==> src/sas_pkg.sv <==
// sas_pkg.sv: constants and types of the smoke alarm sequencer
package sas_pkg;
   localparam int CLK_MHZ     = 100;
   localparam int TICK_US     = 1000;
   localparam int TICK_CYC    = TICK_US * CLK_MHZ;
   localparam int EMITTER_DRIVE_STEP_US = 100;
   localparam int EMITTER_DRIVE_STEP_CYC = EMITTER_DRIVE_STEP_US * CLK_MHZ;
   // times in milliseconds
   localparam int MS_PER_S    = 1000;
   localparam int SAMPLE_MS   = 10000;
   localparam int VERIFY_MS   = 1000;
   localparam int FAST_MS     = 250;
   localparam int WIN_MS      = 10;
   localparam int PULSE_AT_MS = 2;
   localparam int CHIRP_MS    = 10;
   localparam int LAMP_MS     = 500;
   localparam int TRIPLE_MS   = 330;
   localparam int MEMSP_MS    = 1300;
   localparam int HOLD_MS     = 500;
   localparam int IOFILT_MS   = 336;
   localparam int DUMP_MS     = 1300;
   // times in seconds; EOL_AGES is a count of 14 day ages
   localparam int PHASE_S     = 43;
   localparam int CHB_PH_S    = 1;
   localparam int TRIPLE_PH_S = 20;
   localparam int MEM_PH_S    = 30;
   localparam int FLASH_S     = 10;
   localparam int HUSH_S      = 540;
   localparam int LBH_S       = 28800;
   localparam int MEM_S       = 86400;
   localparam int AGE_S       = 1209600;
   localparam int EOL_AGES    = 261;
   // register map
   localparam logic [7:0] A_CTRL = 8'h00;
   localparam logic [7:0] A_LIM  = 8'h04;
   localparam logic [7:0] A_STAT = 8'h08;
   localparam int C_HCAN = 0;
   localparam int C_LBS  = 1;
   localparam int C_EOL  = 2;
   localparam int C_IT   = 3;
   localparam int L_NORM = 0;
   localparam int L_HYS  = 8;
   localparam int L_HUSH = 16;
   localparam int L_CT   = 24;
   localparam logic [31:0] CTRL_RST = 32'h0000_0000;
   localparam logic [31:0] LIM_RST  = 32'h0818_0C10;
   typedef enum logic [1:0] {ST_STBY, ST_LOCAL, ST_REMOTE} sas_st_t;
   typedef enum logic [1:0] {J_IDLE, J_SMOKE, J_CHAMB, J_BATT} sas_job_t;
endpackage

==> src/sas_top.sv <==
// sas_top.sv: smoke alarm sequencer with AHB-Lite register slave
//
// Decided for this implementation: the placing of the registers and the AHB-Lite register port.
`timescale 1ns/10ps
module sas_top #(
   parameter int TICK_CYC = sas_pkg::TICK_CYC,
   parameter int EMITTER_DRIVE_CYC = sas_pkg::EMITTER_DRIVE_STEP_CYC
)(
   input  wire logic        hclk,
   input  wire logic        hresetn,
   input  wire logic        hsel,
   input  wire logic [31:0] haddr,
   input  wire logic [1:0]  htrans,
   input  wire logic        hwrite,
   input  wire logic [2:0]  hsize,
   input  wire logic [31:0] hwdata,
   input  wire logic        hready,
   output logic      [31:0] hrdata,
   output logic             hreadyout,
   output logic             hresp,
   input  wire logic        test_btn,
   input  wire logic        io_in,
   input  wire logic        lowbat_in,
   input  wire logic [4:0]  photo_code,
   output logic             io_out,
   output logic             io_oe,
   output logic             io_dump_en,
   output logic             boost_en,
   output logic             boost_high,
   output logic             high_gain,
   output logic             emitter_cap_charge,
   output logic             emitter_drive,
   output logic             horn_drive,
   output logic             alarm_lamp_out,
   output logic             memory_lamp_out
);
   localparam int PW = 20;
   // registers
   logic [31:0] ctrl_q, lim_q, rdata_q;
   logic [7:0]  addr_q;
   logic        wr_q;
   // timebase
   logic [16:0] pre_q;
   logic [9:0]  ms_q;
   logic [5:0]  s43_q;
   logic [2:0]  p8_q;
   // sequencer state
   sas_pkg::sas_st_t  st_q, st_d;
   sas_pkg::sas_job_t job_q;
   logic [3:0]  jms_q;
   logic [PW-1:0] pw_q;
   logic        pend_ch_q, pend_bt_q, loaded_q;
   logic [13:0] samp_q;
   logic [1:0]  cons_q, nos_q, cf_q;
   logic        btn_q, ptt_q, post_q, ptt_al_q, skip_q, memclr_q;
   logic        hush_q, lowbat_q, lbh_q, mem_q;
   logic [9:0]  hush_t_q, hold_q;
   logic [14:0] lbh_t_q;
   logic [16:0] mem_t_q;
   logic [20:0] age_t_q;
   logic [8:0]  age_q;
   logic [8:0]  iof_q;
   logic [10:0] dump_q;

   // bus decode
   wire a_ph   = hsel & htrans[1] & hready;
   wire [7:0] a_sel = haddr[7:0];
   wire       do_wr = wr_q;
   wire [31:0] stat = {7'h00, age_q, 6'h00, ptt_q, age_q >= 9'(sas_pkg::EOL_AGES),
                       cf_q, lbh_q, lowbat_q, mem_q, hush_q, st_q};
   wire [31:0] rd_mux = (a_sel == sas_pkg::A_CTRL) ? ctrl_q :
                        (a_sel == sas_pkg::A_LIM)  ? lim_q  :
                        (a_sel == sas_pkg::A_STAT) ? stat   : 32'h0000_0000;
   wire hcan = ctrl_q[sas_pkg::C_HCAN];
   wire lbs  = ctrl_q[sas_pkg::C_LBS];
   wire eol  = ctrl_q[sas_pkg::C_EOL];
   wire [1:0] it = ctrl_q[sas_pkg::C_IT +: 2];

   // zero wait state slave; read data set up in the address phase
   always_ff @(posedge hclk or negedge hresetn)
   begin
      if (!hresetn)
      begin
         addr_q  <= 8'h00;
         wr_q    <= 1'b0;
         rdata_q <= 32'h0000_0000;
      end
      else
      begin
         addr_q  <= a_sel;
         wr_q    <= a_ph & hwrite & (hsize == 3'h2);
         rdata_q <= (a_ph & !hwrite) ? rd_mux : rdata_q;
      end
   end

   // software writes steer options, width and the four limits
   always_ff @(posedge hclk or negedge hresetn)
   begin
      if (!hresetn)
      begin
         ctrl_q <= sas_pkg::CTRL_RST;
         lim_q  <= sas_pkg::LIM_RST;
      end
      else
      begin
         if (do_wr && addr_q == sas_pkg::A_CTRL)
            ctrl_q <= {27'h0000000, hwdata[4:0]};
         if (do_wr && addr_q == sas_pkg::A_LIM)
            lim_q <= hwdata & 32'h1F1F_1F1F;
      end
   end

   // chained free counter: ms, second in 43 s phase, 43 s period in 344 s
   wire tick    = pre_q == 17'(TICK_CYC - 1);
   wire sec_end = tick & (ms_q == 10'(sas_pkg::MS_PER_S - 1));
   wire ph_end  = sec_end & (s43_q == 6'(sas_pkg::PHASE_S - 1));
   always_ff @(posedge hclk or negedge hresetn)
   begin
      if (!hresetn)
      begin
         pre_q <= 17'h00000;
         ms_q  <= 10'h000;
         s43_q <= 6'h00;
         p8_q  <= 3'h0;
      end
      else
      begin
         pre_q <= tick ? 17'h00000 : pre_q + 17'h00001;
         ms_q  <= sec_end ? 10'h000 : (tick ? ms_q + 10'h001 : ms_q);
         s43_q <= ph_end ? 6'h00 : (sec_end ? s43_q + 6'h01 : s43_q);
         p8_q  <= ph_end ? p8_q + 3'h1 : p8_q;
      end
   end

   // phase markers for chirps and flashes
   wire ph0      = tick & (ms_q == 10'h000);
   wire in10     = ms_q < 10'(sas_pkg::CHIRP_MS);
   wire [9:0] m1 = ms_q - 10'(sas_pkg::TRIPLE_MS);
   wire [9:0] m2 = ms_q - 10'(2 * sas_pkg::TRIPLE_MS);
   wire tri_ms   = in10 | (m1 < 10'(sas_pkg::CHIRP_MS)) | (m2 < 10'(sas_pkg::CHIRP_MS));
   wire [9:0] g1 = ms_q - 10'(sas_pkg::MEMSP_MS - sas_pkg::MS_PER_S);
   wire [9:0] g2 = ms_q - 10'(2 * sas_pkg::MEMSP_MS - 2 * sas_pkg::MS_PER_S);
   wire [9:0] l1 = ms_q - 10'(sas_pkg::LAMP_MS);
   wire [9:0] q4 = 10'(ms_q % 10'(sas_pkg::FAST_MS));

   // button edges and limit selection
   wire press   = test_btn & !btn_q;
   wire release_e = !test_btn & btn_q;
   wire testsel = ptt_q | (job_q == sas_pkg::J_CHAMB);
   wire [4:0] lim_sel = testsel ? lim_q[sas_pkg::L_CT +: 5] :
                        (st_q == sas_pkg::ST_LOCAL) ? lim_q[sas_pkg::L_HYS +: 5] :
                        hush_q ? lim_q[sas_pkg::L_HUSH +: 5] : lim_q[sas_pkg::L_NORM +: 5];

   // detection window job engine
   wire idle    = job_q == sas_pkg::J_IDLE;
   wire optical = (job_q == sas_pkg::J_SMOKE) | (job_q == sas_pkg::J_CHAMB);
   wire w_end   = !idle & tick & (jms_q == 4'(sas_pkg::WIN_MS - 1));
   wire p_go    = optical & tick & (jms_q == 4'(sas_pkg::PULSE_AT_MS));
   wire eval    = pw_q == PW'(1);
   wire above   = photo_code > lim_sel;
   wire s_eval  = eval & (job_q == sas_pkg::J_SMOKE);
   wire smk     = s_eval & above;
   wire clr     = s_eval & !above;
   wire [PW-1:0] emitter_drive_w = PW'((int'(it) + 1) * EMITTER_DRIVE_CYC);
   always_ff @(posedge hclk or negedge hresetn)
   begin
      if (!hresetn)
      begin
         job_q    <= sas_pkg::J_IDLE;
         jms_q    <= 4'h0;
         pw_q     <= '0;
         loaded_q <= 1'b0;
      end
      else
      begin
         jms_q <= idle ? 4'h0 : (tick ? jms_q + 4'h1 : jms_q);
         pw_q  <= p_go ? emitter_drive_w : ((pw_q != '0) ? pw_q - PW'(1) : pw_q);
         if (idle && pend_bt_q)
         begin
            job_q    <= sas_pkg::J_BATT;
            loaded_q <= p8_q == 3'h0;
         end
         else if (idle && pend_ch_q)
            job_q <= sas_pkg::J_CHAMB;
         else if (idle && samp_q == 14'h0000)
            job_q <= sas_pkg::J_SMOKE;
         else if (w_end)
            job_q <= sas_pkg::J_IDLE;
      end
   end

   // supervisory requests wait while a window is busy
   always_ff @(posedge hclk or negedge hresetn)
   begin
      if (!hresetn)
      begin
         pend_bt_q <= 1'b0;
         pend_ch_q <= 1'b0;
         lowbat_q  <= 1'b0;
         cf_q      <= 2'h0;
      end
      else
      begin
         if (ph_end && !p8_q[0])
            pend_bt_q <= 1'b1;
         else if (idle)
            pend_bt_q <= 1'b0;
         if (sec_end && s43_q == 6'(sas_pkg::CHB_PH_S - 1))
            pend_ch_q <= 1'b1;
         else if (idle && !pend_bt_q)
            pend_ch_q <= 1'b0;
         if (w_end && job_q == sas_pkg::J_BATT)
            lowbat_q <= lowbat_in;
         if (eval && job_q == sas_pkg::J_CHAMB)
            cf_q <= above ? 2'h0 : ((cf_q == 2'h2) ? cf_q : cf_q + 2'h1);
      end
   end

   // sample interval and consecutive counts
   wire [13:0] nxt_int = (ptt_q | post_q) ? 14'(sas_pkg::FAST_MS) :
                         (smk | st_q == sas_pkg::ST_LOCAL) ? 14'(sas_pkg::VERIFY_MS) :
                         14'(sas_pkg::SAMPLE_MS);
   always_ff @(posedge hclk or negedge hresetn)
   begin
      if (!hresetn)
      begin
         samp_q <= 14'(sas_pkg::SAMPLE_MS);
         cons_q <= 2'h0;
         nos_q  <= 2'h0;
      end
      else
      begin
         if (press)
            samp_q <= 14'(sas_pkg::FAST_MS);
         else if (s_eval)
            samp_q <= nxt_int;
         else if (tick && samp_q != 14'h0000)
            samp_q <= samp_q - 14'h0001;
         if (s_eval)
            cons_q <= above ? ((cons_q == 2'h3) ? cons_q : cons_q + 2'h1) : 2'h0;
         if (release_e)
            nos_q <= 2'h0;
         else if (s_eval)
            nos_q <= above ? 2'h0 : nos_q + 2'h1;
      end
   end

   // alarm state: local, remote, standby
   wire io_ok   = iof_q >= 9'(sas_pkg::IOFILT_MS);
   wire third   = smk & (cons_q == 2'h2);
   always_comb
   begin
      st_d = st_q;
      unique case (st_q)
         sas_pkg::ST_STBY:
            if (third)
               st_d = sas_pkg::ST_LOCAL;
            else if (io_ok)
               st_d = sas_pkg::ST_REMOTE;
         sas_pkg::ST_REMOTE:
            if (third)
               st_d = sas_pkg::ST_LOCAL;
            else if (!io_in)
               st_d = sas_pkg::ST_STBY;
         sas_pkg::ST_LOCAL:
            if ((press && !ptt_al_q) || clr)
               st_d = sas_pkg::ST_STBY;
      endcase
   end
   wire lx = (st_q == sas_pkg::ST_LOCAL) & (st_d != sas_pkg::ST_LOCAL);

   // interconnect filter; own line ignored in alarm and while dumping
   always_ff @(posedge hclk or negedge hresetn)
   begin
      if (!hresetn)
      begin
         st_q   <= sas_pkg::ST_STBY;
         iof_q  <= 9'h000;
         dump_q <= 11'h000;
      end
      else
      begin
         st_q <= st_d;
         if (st_q == sas_pkg::ST_LOCAL || dump_q != 11'h000 || !io_in)
            iof_q <= 9'h000;
         else if (tick && !io_ok)
            iof_q <= iof_q + 9'h001;
         if (lx)
            dump_q <= 11'(sas_pkg::DUMP_MS);
         else if (st_q == sas_pkg::ST_LOCAL)
            dump_q <= 11'h000;                                            // no sink while driving
         else if (tick && dump_q != 11'h000)
            dump_q <= dump_q - 11'h001;
      end
   end

   // test button, hush, battery silence, memory
   wire hold_ok = hold_q >= 10'(sas_pkg::HOLD_MS);
   wire hcancel = hcan & hush_q & ((s_eval & above) | io_ok | press);
   always_ff @(posedge hclk or negedge hresetn)
   begin
      if (!hresetn)
      begin
         btn_q <= 1'b0; ptt_q <= 1'b0; post_q <= 1'b0; ptt_al_q <= 1'b0;
         skip_q <= 1'b0; memclr_q <= 1'b0; hush_q <= 1'b0; hush_t_q <= 10'h000;
         hold_q <= 10'h000; lbh_q <= 1'b0; lbh_t_q <= 15'h0000; mem_q <= 1'b0;
         mem_t_q <= 17'h00000;
      end
      else
      begin
         btn_q <= test_btn;
         ptt_q <= test_btn;
         if (st_d == sas_pkg::ST_LOCAL && st_q != sas_pkg::ST_LOCAL)
            ptt_al_q <= ptt_q;
         if (release_e)
            post_q <= 1'b1;
         else if (clr && nos_q == 2'h2)
            post_q <= 1'b0;
         hold_q <= !test_btn ? 10'h000 : ((tick && !hold_ok) ? hold_q + 10'h001 : hold_q);
         if (press)
            skip_q <= hcan & hush_q;
         else if (release_e)
            skip_q <= 1'b0;
         if (hcancel)
            hush_q <= 1'b0;
         else if (release_e && !skip_q && !hush_q)
         begin
            hush_q   <= 1'b1;
            hush_t_q <= 10'h000;
         end
         else if (sec_end && hush_q)
         begin
            hush_t_q <= hush_t_q + 10'h001;
            hush_q   <= hush_t_q != 10'(sas_pkg::HUSH_S - 1);
         end
         if (release_e && lbs && lowbat_q && hold_ok)
         begin
            lbh_q   <= 1'b1;
            lbh_t_q <= 15'h0000;
         end
         else if (sec_end && lbh_q)
         begin
            lbh_t_q <= lbh_t_q + 15'h0001;
            lbh_q   <= lbh_t_q != 15'(sas_pkg::LBH_S - 1);
         end
         if (press)
            memclr_q <= mem_q;
         if (lx && !ptt_al_q)
         begin
            mem_q   <= 1'b1;
            mem_t_q <= 17'h00000;
         end
         else if (release_e && memclr_q)
            mem_q <= 1'b0;
         else if (sec_end && mem_q && mem_t_q != 17'(sas_pkg::MEM_S))
            mem_t_q <= mem_t_q + 17'h00001;
      end
   end

   // age count every 14 days of operation
   always_ff @(posedge hclk or negedge hresetn)
   begin
      if (!hresetn)
      begin
         age_t_q <= 21'h000000;
         age_q   <= 9'h000;
      end
      else if (sec_end && eol)
      begin
         age_t_q <= (age_t_q == 21'(sas_pkg::AGE_S - 1)) ? 21'h000000 : age_t_q + 21'h000001;
         if (age_t_q == 21'(sas_pkg::AGE_S - 1) && age_q != 9'h1FF)
            age_q <= age_q + 9'h001;
      end
   end

   // indications
   wire local_a  = st_q == sas_pkg::ST_LOCAL;
   wire remote_a = st_q == sas_pkg::ST_REMOTE;
   wire eol_due  = eol & (age_q >= 9'(sas_pkg::EOL_AGES));
   wire chirp1   = (s43_q == 6'h00) & in10 & ((lowbat_q & !lbh_q) | cf_q == 2'h1);
   wire chirp3   = (s43_q == 6'(sas_pkg::TRIPLE_PH_S)) & tri_ms &
                   ((cf_q == 2'h2) | eol_due);
   wire memchirp = test_btn & mem_q & (q4 < 10'(sas_pkg::CHIRP_MS));
   wire horn_d   = local_a | remote_a | chirp1 | chirp3 | memchirp;
   wire al_flash = local_a & (in10 | (l1 < 10'(sas_pkg::CHIRP_MS)));
   wire hu_flash = hush_q & !local_a & !remote_a & in10 &
                   (10'(hush_t_q % 10'(sas_pkg::FLASH_S)) == 10'h000);
   wire lb_lamp  = test_btn & lbs & lowbat_q;
   wire bt_load  = (job_q == sas_pkg::J_BATT) & loaded_q;
   wire lamp_d   = al_flash | hu_flash | lb_lamp | bt_load;
   wire memvis   = mem_q & !lowbat_q & (mem_t_q != 17'(sas_pkg::MEM_S));
   wire gm       = ((s43_q == 6'(sas_pkg::MEM_PH_S)) & in10) |
                   ((s43_q == 6'(sas_pkg::MEM_PH_S + 1)) & (g1 < 10'(sas_pkg::CHIRP_MS))) |
                   ((s43_q == 6'(sas_pkg::MEM_PH_S + 2)) & (g2 < 10'(sas_pkg::CHIRP_MS)));
   wire gl_d     = memvis & gm;

   // every pin output but the constant hreadyout and hresp leaves from a flip-flop
   always_ff @(posedge hclk or negedge hresetn)
   begin
      if (!hresetn)
      begin
         io_out <= 1'b0; io_oe <= 1'b0; io_dump_en <= 1'b0; boost_en <= 1'b0;
         boost_high <= 1'b0; high_gain <= 1'b0; emitter_cap_charge <= 1'b0;
         emitter_drive <= 1'b0; horn_drive <= 1'b0; alarm_lamp_out <= 1'b0;
         memory_lamp_out <= 1'b0;
      end
      else
      begin
         io_out     <= local_a;
         io_oe      <= local_a;
         io_dump_en <= dump_q != 11'h000;
         boost_en   <= !idle | local_a | remote_a;
         boost_high <= bt_load | local_a | remote_a;
         high_gain  <= testsel;
         emitter_cap_charge <= optical & (jms_q < 4'(sas_pkg::PULSE_AT_MS));
         emitter_drive   <= pw_q > PW'(1);
         horn_drive      <= horn_d;
         alarm_lamp_out  <= lamp_d;
         memory_lamp_out <= gl_d;
      end
   end

   assign hrdata    = rdata_q;
   assign hreadyout = !wr_q | wr_q;
   assign hresp     = 1'b0;
endmodule

==> config.mk <==
export PLATFORM = sky130hd
export DESIGN_NAME = sas_top
export DESIGN_NICKNAME = d
export VERILOG_FILES = /design/src/sas_pkg.sv /design/src/sas_top.sv
export SDC_FILE = /design/constraint.sdc
export NUM_CORES = 1
export LEC_CHECK = 0
export ABC_AREA = 0
export BUFFER_PORTS_ARGS = -buffer_cell sky130_fd_sc_hd__buf_2
export CAP_MARGIN = 20
export CORE_ASPECT_RATIO = 1.4
export CORE_MARGIN = 2
export CORE_UTILIZATION = 35
export CTS_BUF_LIST = sky130_fd_sc_hd__clkbuf_2 sky130_fd_sc_hd__clkbuf_4 sky130_fd_sc_hd__clkbuf_8
export CTS_CLUSTER_DIAMETER = 30
export DETAILED_ROUTE_END_ITERATION = 8
export PLACE_DENSITY_LB_ADDON = 0.3
export SKIP_CTS_REPAIR_TIMING = 1
export SLEW_MARGIN = 20
export SYNTH_ARGS = -nofsm -noshare
export SYNTH_HDL_FRONTEND = slang
export SYNTH_SLANG_ARGS = --single-unit
==> constraint.sdc <==
create_clock -name hclk -period 4.48 [get_ports hclk]
set_input_delay 0.448 -clock hclk [delete_from_list [all_inputs] [get_ports hclk]]
set_output_delay 0.448 -clock hclk [all_outputs]
set_load 0.05 [all_outputs]
Word-level counts from Yosys, hierarchy flattened
Cells that the tools add are included.

Register bits after elaboration: 274. Input bits: 82. Output and inout bits: 45. Logic and storage cells: 342.

Add/subtract/negate cells: 24. Multiply operators: 1. Divide/modulo/power cells: 2. Order comparisons: 13. Eq/ne operators: 36. Multiplexer cells: 67. Bitwise gates (word level): 68. Reductions and logical operators: 84.

Operator list (number): less-than comparator 10 x 4 -> 1 bit, second input constant (7); two-way mux 14 bit (5); two-way mux 17 bit (4); two-way mux 10 bit (6); two-way mux 29 bit (2); AND 1 bit (43); two-way mux 20 bit (2); adder 17 x 1 -> 17 bit, second input constant (2); two-way mux 11 bit (3); two-way mux 2 bit (16); adder 10 x 1 -> 10 bit, second input constant (3); logical AND 1 bit (30); two-way mux 15 bit (2); subtractor 10 x 9 -> 10 bit, second input constant (3); nonzero test 2 bit (14); two-way mux 25 bit (1); OR 1 bit (24); adder 21 x 1 -> 21 bit, second input constant (1); == test 21 bit, second input constant (1); two-way mux 21 bit (1); == test 20 x 1 -> 1 bit, second input constant (1); > comparator 20 x 1 -> 1 bit, second input constant (1); nonzero test 20 bit (1); subtractor 10 bit, second input constant (2); other kinds (54) (120).

Longest topological paths before layout
Depth after elaboration: 14. Mapped depth: 19. Gate-level depth less buffers: 16.

Worst setup path after synthesis
No wires, ideal clock.

Path kind: reg-to-reg. From: register st_q[1]. To: register hush_t_q[9]. Library setup time: 119 ps. Arrival: 3495 ps. Data required time: 4361 ps. Slack: 866 ps. Stages on the path, launching flop included: 18. Buffers on the path: 2. Period minus slack after synthesis: 3614 ps. Cells stage by stage: dfrtp_1 -> inv_1 -> ha_1 -> clkbuf_1 -> clkbuf_1 -> a21oi_1 -> nor2_1 -> a21oi_1 -> ha_1 -> nor2b_1 -> o21a_1 -> o21a_1 -> o21ai_0 -> a211oi_1 -> o311a_1 -> nor4b_2 -> a21oi_1 -> o21a_1.

Word-level cells in the longest chain between the ends: 10.

RTL lines: from (decl) (line sas_top.sv:48) `sas_pkg::sas_st_t st_q, st_d;`; from (signal assigned) (line sas_top.sv:277) `st_q <= sas_pkg::ST_STBY;`; from (signal assigned) (line sas_top.sv:283) `st_q <= st_d;`; == test 2 x 1 -> 1 bit; named net local_a (line sas_top.sv:377) `wire local_a = st_q == sas_pkg::ST_LOCAL;`; two-way mux 5 bit (line sas_top.sv:151) `(st_q == sas_pkg::ST_LOCAL) ? lim_q[sas_pkg::L_HYS +: 5] :`; two-way mux 5 bit (line sas_top.sv:150) `wire [4:0] lim_sel = testsel ? lim_q[sas_pkg::L_CT +: 5] :`; > comparator 5 bit (line sas_top.sv:160) `wire above = photo_code > lim_sel;`; AND 1 bit (line sas_top.sv:299) `wire hcancel = hcan & hush_q & ((s_eval & above) | io_ok | press);`; OR 1 bit (2 in series) (line sas_top.sv:299); AND 1 bit (line sas_top.sv:299); inverter 1 bit (no line); AND reduction 2 bit (no line); to (signal assigned) (line sas_top.sv:333) `hush_t_q <= hush_t_q + 10'h001;`; to (decl) (line sas_top.sv:57) `logic [9:0] hush_t_q, hold_q;`.

The timed path passes the listed nets, and every way through them passes these cells. A chain may end at the register's enable or synchronous reset.

Worst setup path in the final report
From: register job_q[0]. To: register mem_t_q[11].

Word-level cells in the longest chain between the ends: 14. Elaborated cells between the ends (all ways): 22. Those cells by class: 1 x order compare; 4 x eq/ne; 6 x mux; 6 x bitwise; 5 x reduce/logical.

RTL lines: from (decl) (line sas_top.sv:49) `sas_pkg::sas_job_t job_q;`; from (signal assigned) (line sas_top.sv:169) `job_q <= sas_pkg::J_IDLE;`; from (signal assigned) (line sas_top.sv:180) `job_q <= sas_pkg::J_BATT;`; from (signal assigned) (line sas_top.sv:184) `job_q <= sas_pkg::J_CHAMB;`; == test 2 bit (line sas_top.sv:149) `wire testsel = ptt_q | (job_q == sas_pkg::J_CHAMB);`; OR 1 bit (line sas_top.sv:149); two-way mux 5 bit (line sas_top.sv:150); > comparator 5 bit (line sas_top.sv:160); zero test 1 bit (line sas_top.sv:163) `wire clr = s_eval & !above;`; AND 1 bit (line sas_top.sv:163); logical OR 1 bit (line sas_top.sv:266) `if ((press && !ptt_al_q) || clr)`; two-way mux 2 bit (line sas_top.sv:266); one-hot mux 2 bit (3 select lines) (*) (line sas_top.sv:254) `unique case (st_q)`; named net st_d[1] (line sas_top.sv:48); inequality test 2 x 1 -> 1 bit (*) (line sas_top.sv:270) `wire lx = (st_q == sas_pkg::ST_LOCAL) & (st_d != sas_pkg::ST_LOCAL);`; AND 1 bit (*) (line sas_top.sv:270); logical AND 1 bit (*) (line sas_top.sv:348) `if (lx && !ptt_al_q)`; inequality test 2 bit (no line) or nonzero test 2 bit (tied branches); AND reduction 2 bit (no line); to (signal assigned) (line sas_top.sv:356) `mem_t_q <= mem_t_q + 17'h00001;`; to (decl) (line sas_top.sv:59) `logic [16:0] mem_t_q;`.

The timed path passes the listed nets; every way through them passes the cells marked *.

==> Implementation_results.wiki <==
{| class="wikitable"
! Metric !! Value
|-
| Clock insertion delay at the later pin of the skew report || 0.59 ns
|-
| Total I/O pin count || roughly 130
|-
| Multi-input gate area || approximately 7600 µm²
|-
| CTS H-tree lvls || 2
|-
| Number of remaining DRC errors || 0
|-
| Post-CTS clock slew at the launch and capture registers of the worst setup and hold paths || about 0.060 ns
|-
| Cell chain of the critical path || inv_1 > ha_1 > or2_2 > nor2_1 > a21oi_1 > ha_1 > nor2b_1 > o21a_1 > o21a_1 > o21ai_0 > a21oi_1 > buf_4 > mux2i_1 > a22oi_1 > o211a_1 > nor2_1
|-
| Required time at the endpoint of the critical path || roughly 4.9 ns
|-
| Count of vias placed by the detailed router || 11860
|-
| Critical Path Sink Type || flip-flop
|-
| Hold Path Class || in2reg
|-
| Area share of the largest cell type after synthesis || 42.95%
|-
| Seq. cell area || between 6000 and 7000 µm²
|-
| Final hold slack || about 0.08 ns
|-
| Leading area contributor after synthesis || dfrtp_1
|-
| Layout cells sized above 1 || 16.21%
|-
| Type of the worst setup path || reg2reg
|-
| Max-Slew Margin vs Limit || 37.40%
|-
| Aggregate routed wire length || around 37000 µm
|-
| Maximum net fanout on the critical path || 18
|-
| Total track usage || between 10% and 20%
|-
| Clock tree from TritonCTS || done
|-
| Outcome || finished, final reports clean
|-
| Post-layout minimum cycle time || 3.952 ns
|-
| Leakage || approximately 7.7 nW
|-
| Share of flip-flops with an asynchronous set or reset after synthesis || 100.0%
|-
| Final count of pins violating max slew || 0
|-
| Total Negative Setup Slacks || 0 ns
|-
| Internal || 4.237 mW
|-
| Overall die height || around 250 µm
|-
| Synth Warn # || 0
|-
| Portion of the post-synthesis area used by sequential elements || between 40% and 50%
|-
| Setup repair after global routing missed its margin || false
|-
| Area growth from synthesis to final layout || 14.67%
|-
| Post-detailed-route wirelength per cell || approximately 16 µm
|-
| Worst path top cell family by delay || compound AO/OA/AOI/OAI gates
|-
| CTS sink cnt || 268
|-
| First-pass iteration count of the detailed router || 5
|-
| Die span in x || ~180 µm
|-
| Vias per inst || between 5 and 6
|-
| # placed instances || between 2000 and 2500
|-
| Netlist area before placement || about 15000 µm²
|-
| Initial antenna violation count || 2
|-
| Non-filler instance count after layout || approximately 2300
|-
| Buffer cell driving the clock tree root || clkbuf_8
|-
| Core outline area || 42200 µm²
|-
| Switching part of the total || 26.10%
|-
| Portion of total power attributed to sequential cells || between 40% and 50%
|-
| Post-synth EDFFs || 0
|-
| Maximum root-to-sink buffer count || 3
|-
| Worst clock skew on the final layout || ~0.028 ns
|-
| Cells taking the most area after synthesis || dfrtp_1 43%, ha_1 5.1%, xnor2_1 4.6%, nor2_1 4.3%, nand2_1 3.4%
|-
| Global route overflow || 0
|-
| Number of fillers in the final layout || approximately 4100
|-
| Count of unique library cells instantiated by Yosys || 93
|-
| Total of flip-flops plus latches after synthesis || 268
|-
| Number of global-route vias before repair || 12170
|-
| Final HPWL DP || ~26000 µm
|-
| Count of nets after finishing || ~1800
|-
| Setup-failing EPs final || 0
|-
| Remaining antenna violation count after routing || 0
|-
| Row cnt || slightly below 90
|-
| Number of hold violations in the final report || 0
|-
| Logic pwr share || between 8 and 9%
|-
| Count of max-cap constraint violations || 0
|-
| Placer Congestion || 0.8774
|-
| Final worst-path cycle share || slightly below 90%
|-
| Initial Utilization || a little over a third
|-
| Worst Path Buf+Inv || 2
|-
| Clk network pwr share || ~47%
|-
| Worst path arrival time || about 4.4 ns
|-
| Number of DRC markers after the initial detailed-route iteration || roughly 580
|-
| Pin slew with the least headroom to its limit || approximately 0.93 ns
|-
| Commonest register cell after synthesis || dfrtp_1
|-
| PwrDens || roughly 330 nW/µm²
|-
| Fmax || between 0.2 and 0.3 GHz
|-
| Port Buffers || 81
|-
| Die ar. || roughly 44000 µm²
|-
| Avg Synthesized Cell Area || roughly 9.5 µm²
|-
| Sort of element at the start of the critical path || flip-flop
|-
| VDD IR max || between 200 and 250 µV
|-
| Largest net degree at the start of global routing || between 100 and 150
|-
| Slowest stage delay, CP || between 0.6 and 0.7 ns
|-
| CP max stage cell || o211a_1
|-
| Switching power || around 1.5 mW
|-
| Number of clock buffers inserted by TritonCTS || 52
|-
| Syn Inst Count || 1575
|-
| Wire length of the first global-routing pass || 61240 µm
|}
==> synth_stat cells (12+ instances only) <==
| cell type | n |
|---|---|
| a21oi_1 | 62 |
| buf_2 | 13 |
| dfrtp_1 | 257 |
| nor3_1 | 28 |
| buf_4 | 13 |
| nand4_1 | 34 |
| nand2b_1 | 17 |
| nor4_1 | 19 |
| clkbuf_1 | 41 |
| ha_1 | 61 |
| a31oi_1 | 13 |
| xor2_1 | 52 |
| nand2_1 | 137 |
| mux2i_1 | 20 |
| nor2_1 | 171 |
| nand3_1 | 68 |
| and3_1 | 24 |
| inv_1 | 78 |
| a22o_1 | 14 |
| a222oi_1 | 12 |
| or3_1 | 29 |
| mux2_2 | 32 |
| xnor2_1 | 79 |
| o21ai_0 | 92 |
==> per-layer routing <==
metal  vias up  share of wire, %  wire, µm  GRT usage, %
li1       5733                 -         -             -
met4         0               3.4      1239         6.783
met2       210                50     18270         28.46
met5         -                 0         0             0
met1      5849                43     15840         20.96
met3        69               3.8      1402         2.915
==> cells in the final DEF, fill, tap and decap left out, types with 52 or more instances in the layout <==
master and count:
ha_1 61, nand2_1 137, xnor2_1 79, buf_2 80, o21ai_0 92, nand3_1 67, dfrtp_1 257, clkbuf_8 59
inv_1 78, xor2_1 52, nor2_1 171, a21oi_1 62
==> worst min-delay path, delay by kind of cell <==
| kind | cells | cell delay (ns) |
|---|---|---|
| compound gates | 1 | 0.06 |
| buf+inv | 1 | 0.09 |
| simple gates | 1 | 0.04 |
==> area by class of cell <==
type	instances	share of cell area [%]
multi-input cells	1159	44.56
flip-flops and latches	268	39.14
clock buffers	70	5.211
well taps	546	3.979
repair buffers	105	3.658
inverters	82	1.793
clock inverters	25	1.632
diodes	2	0.02915
==> logic make-up after synthesis <==
family | after synthesis | synth area share (%)
flops | 268 | 44.88
fa+ha+maj | 61 | 5.097
xor+xnor | 131 | 7.663
mux | 54 | 3.969
compound gates | 286 | 12.44
other cells | 2 | 0.05016
buf+inv | 154 | 4.295
simple gates | 619 | 21.60
==> power groups by stage <==
stage / sequential [mW] / combinational (mW) / clock (mW)
2_1_floorplan: 2.63 / 0.243 / 0
3_3_place_gp: 2.59 / 0.464 / 0
3_5_place_dp: 2.59 / 0.470 / 0
4_1_cts: 2.54 / 0.473 / 2.80
5_1_grt: 2.55 / 0.518 / 2.90
6_report: 2.54 / 0.470 / 2.72
==> worst paths after layout <==
kind,end,start,slack (ns),cells after the start
max,mem_t_q[11],job_q[0],0.53,16
min,ctrl_q[3],hwdata[3],0.08,3
max reg2reg,mem_t_q[11],job_q[0],0.53,16
min reg2reg,p8_q[2],p8_q[2],0.47,1
max in group asynchronous,lim_q[27],hresetn,2.86,3
min in group asynchronous,age_t_q[13],hresetn,0.49,2
==> per-stage QoR <==
stage	worst slack [ns]	area (µm²)	total power, mW	util [%]
after CTS	0.5317	17070	5.817	40.45
after global placement	0.6438	15900	3.050	37.67
after global routing	0.1352	17170	5.968	40.67
final	0.5278	17170	5.733	40.68
after detailed placement	0.5488	15900	3.056	37.67
after floorplan	0.8661	15000	2.870	-
==> flip-flops by register name (all words and copies together), names as in the netlist, 11 cells and up <==
register,count
pw_q,20
samp_q,14
lim_q,20
age_t_q,21
dump_q,11
lbh_t_q,15
mem_t_q,17
pre_q,17
hrdata,26
No activity file was read; power rests on OpenSTA's default activity.
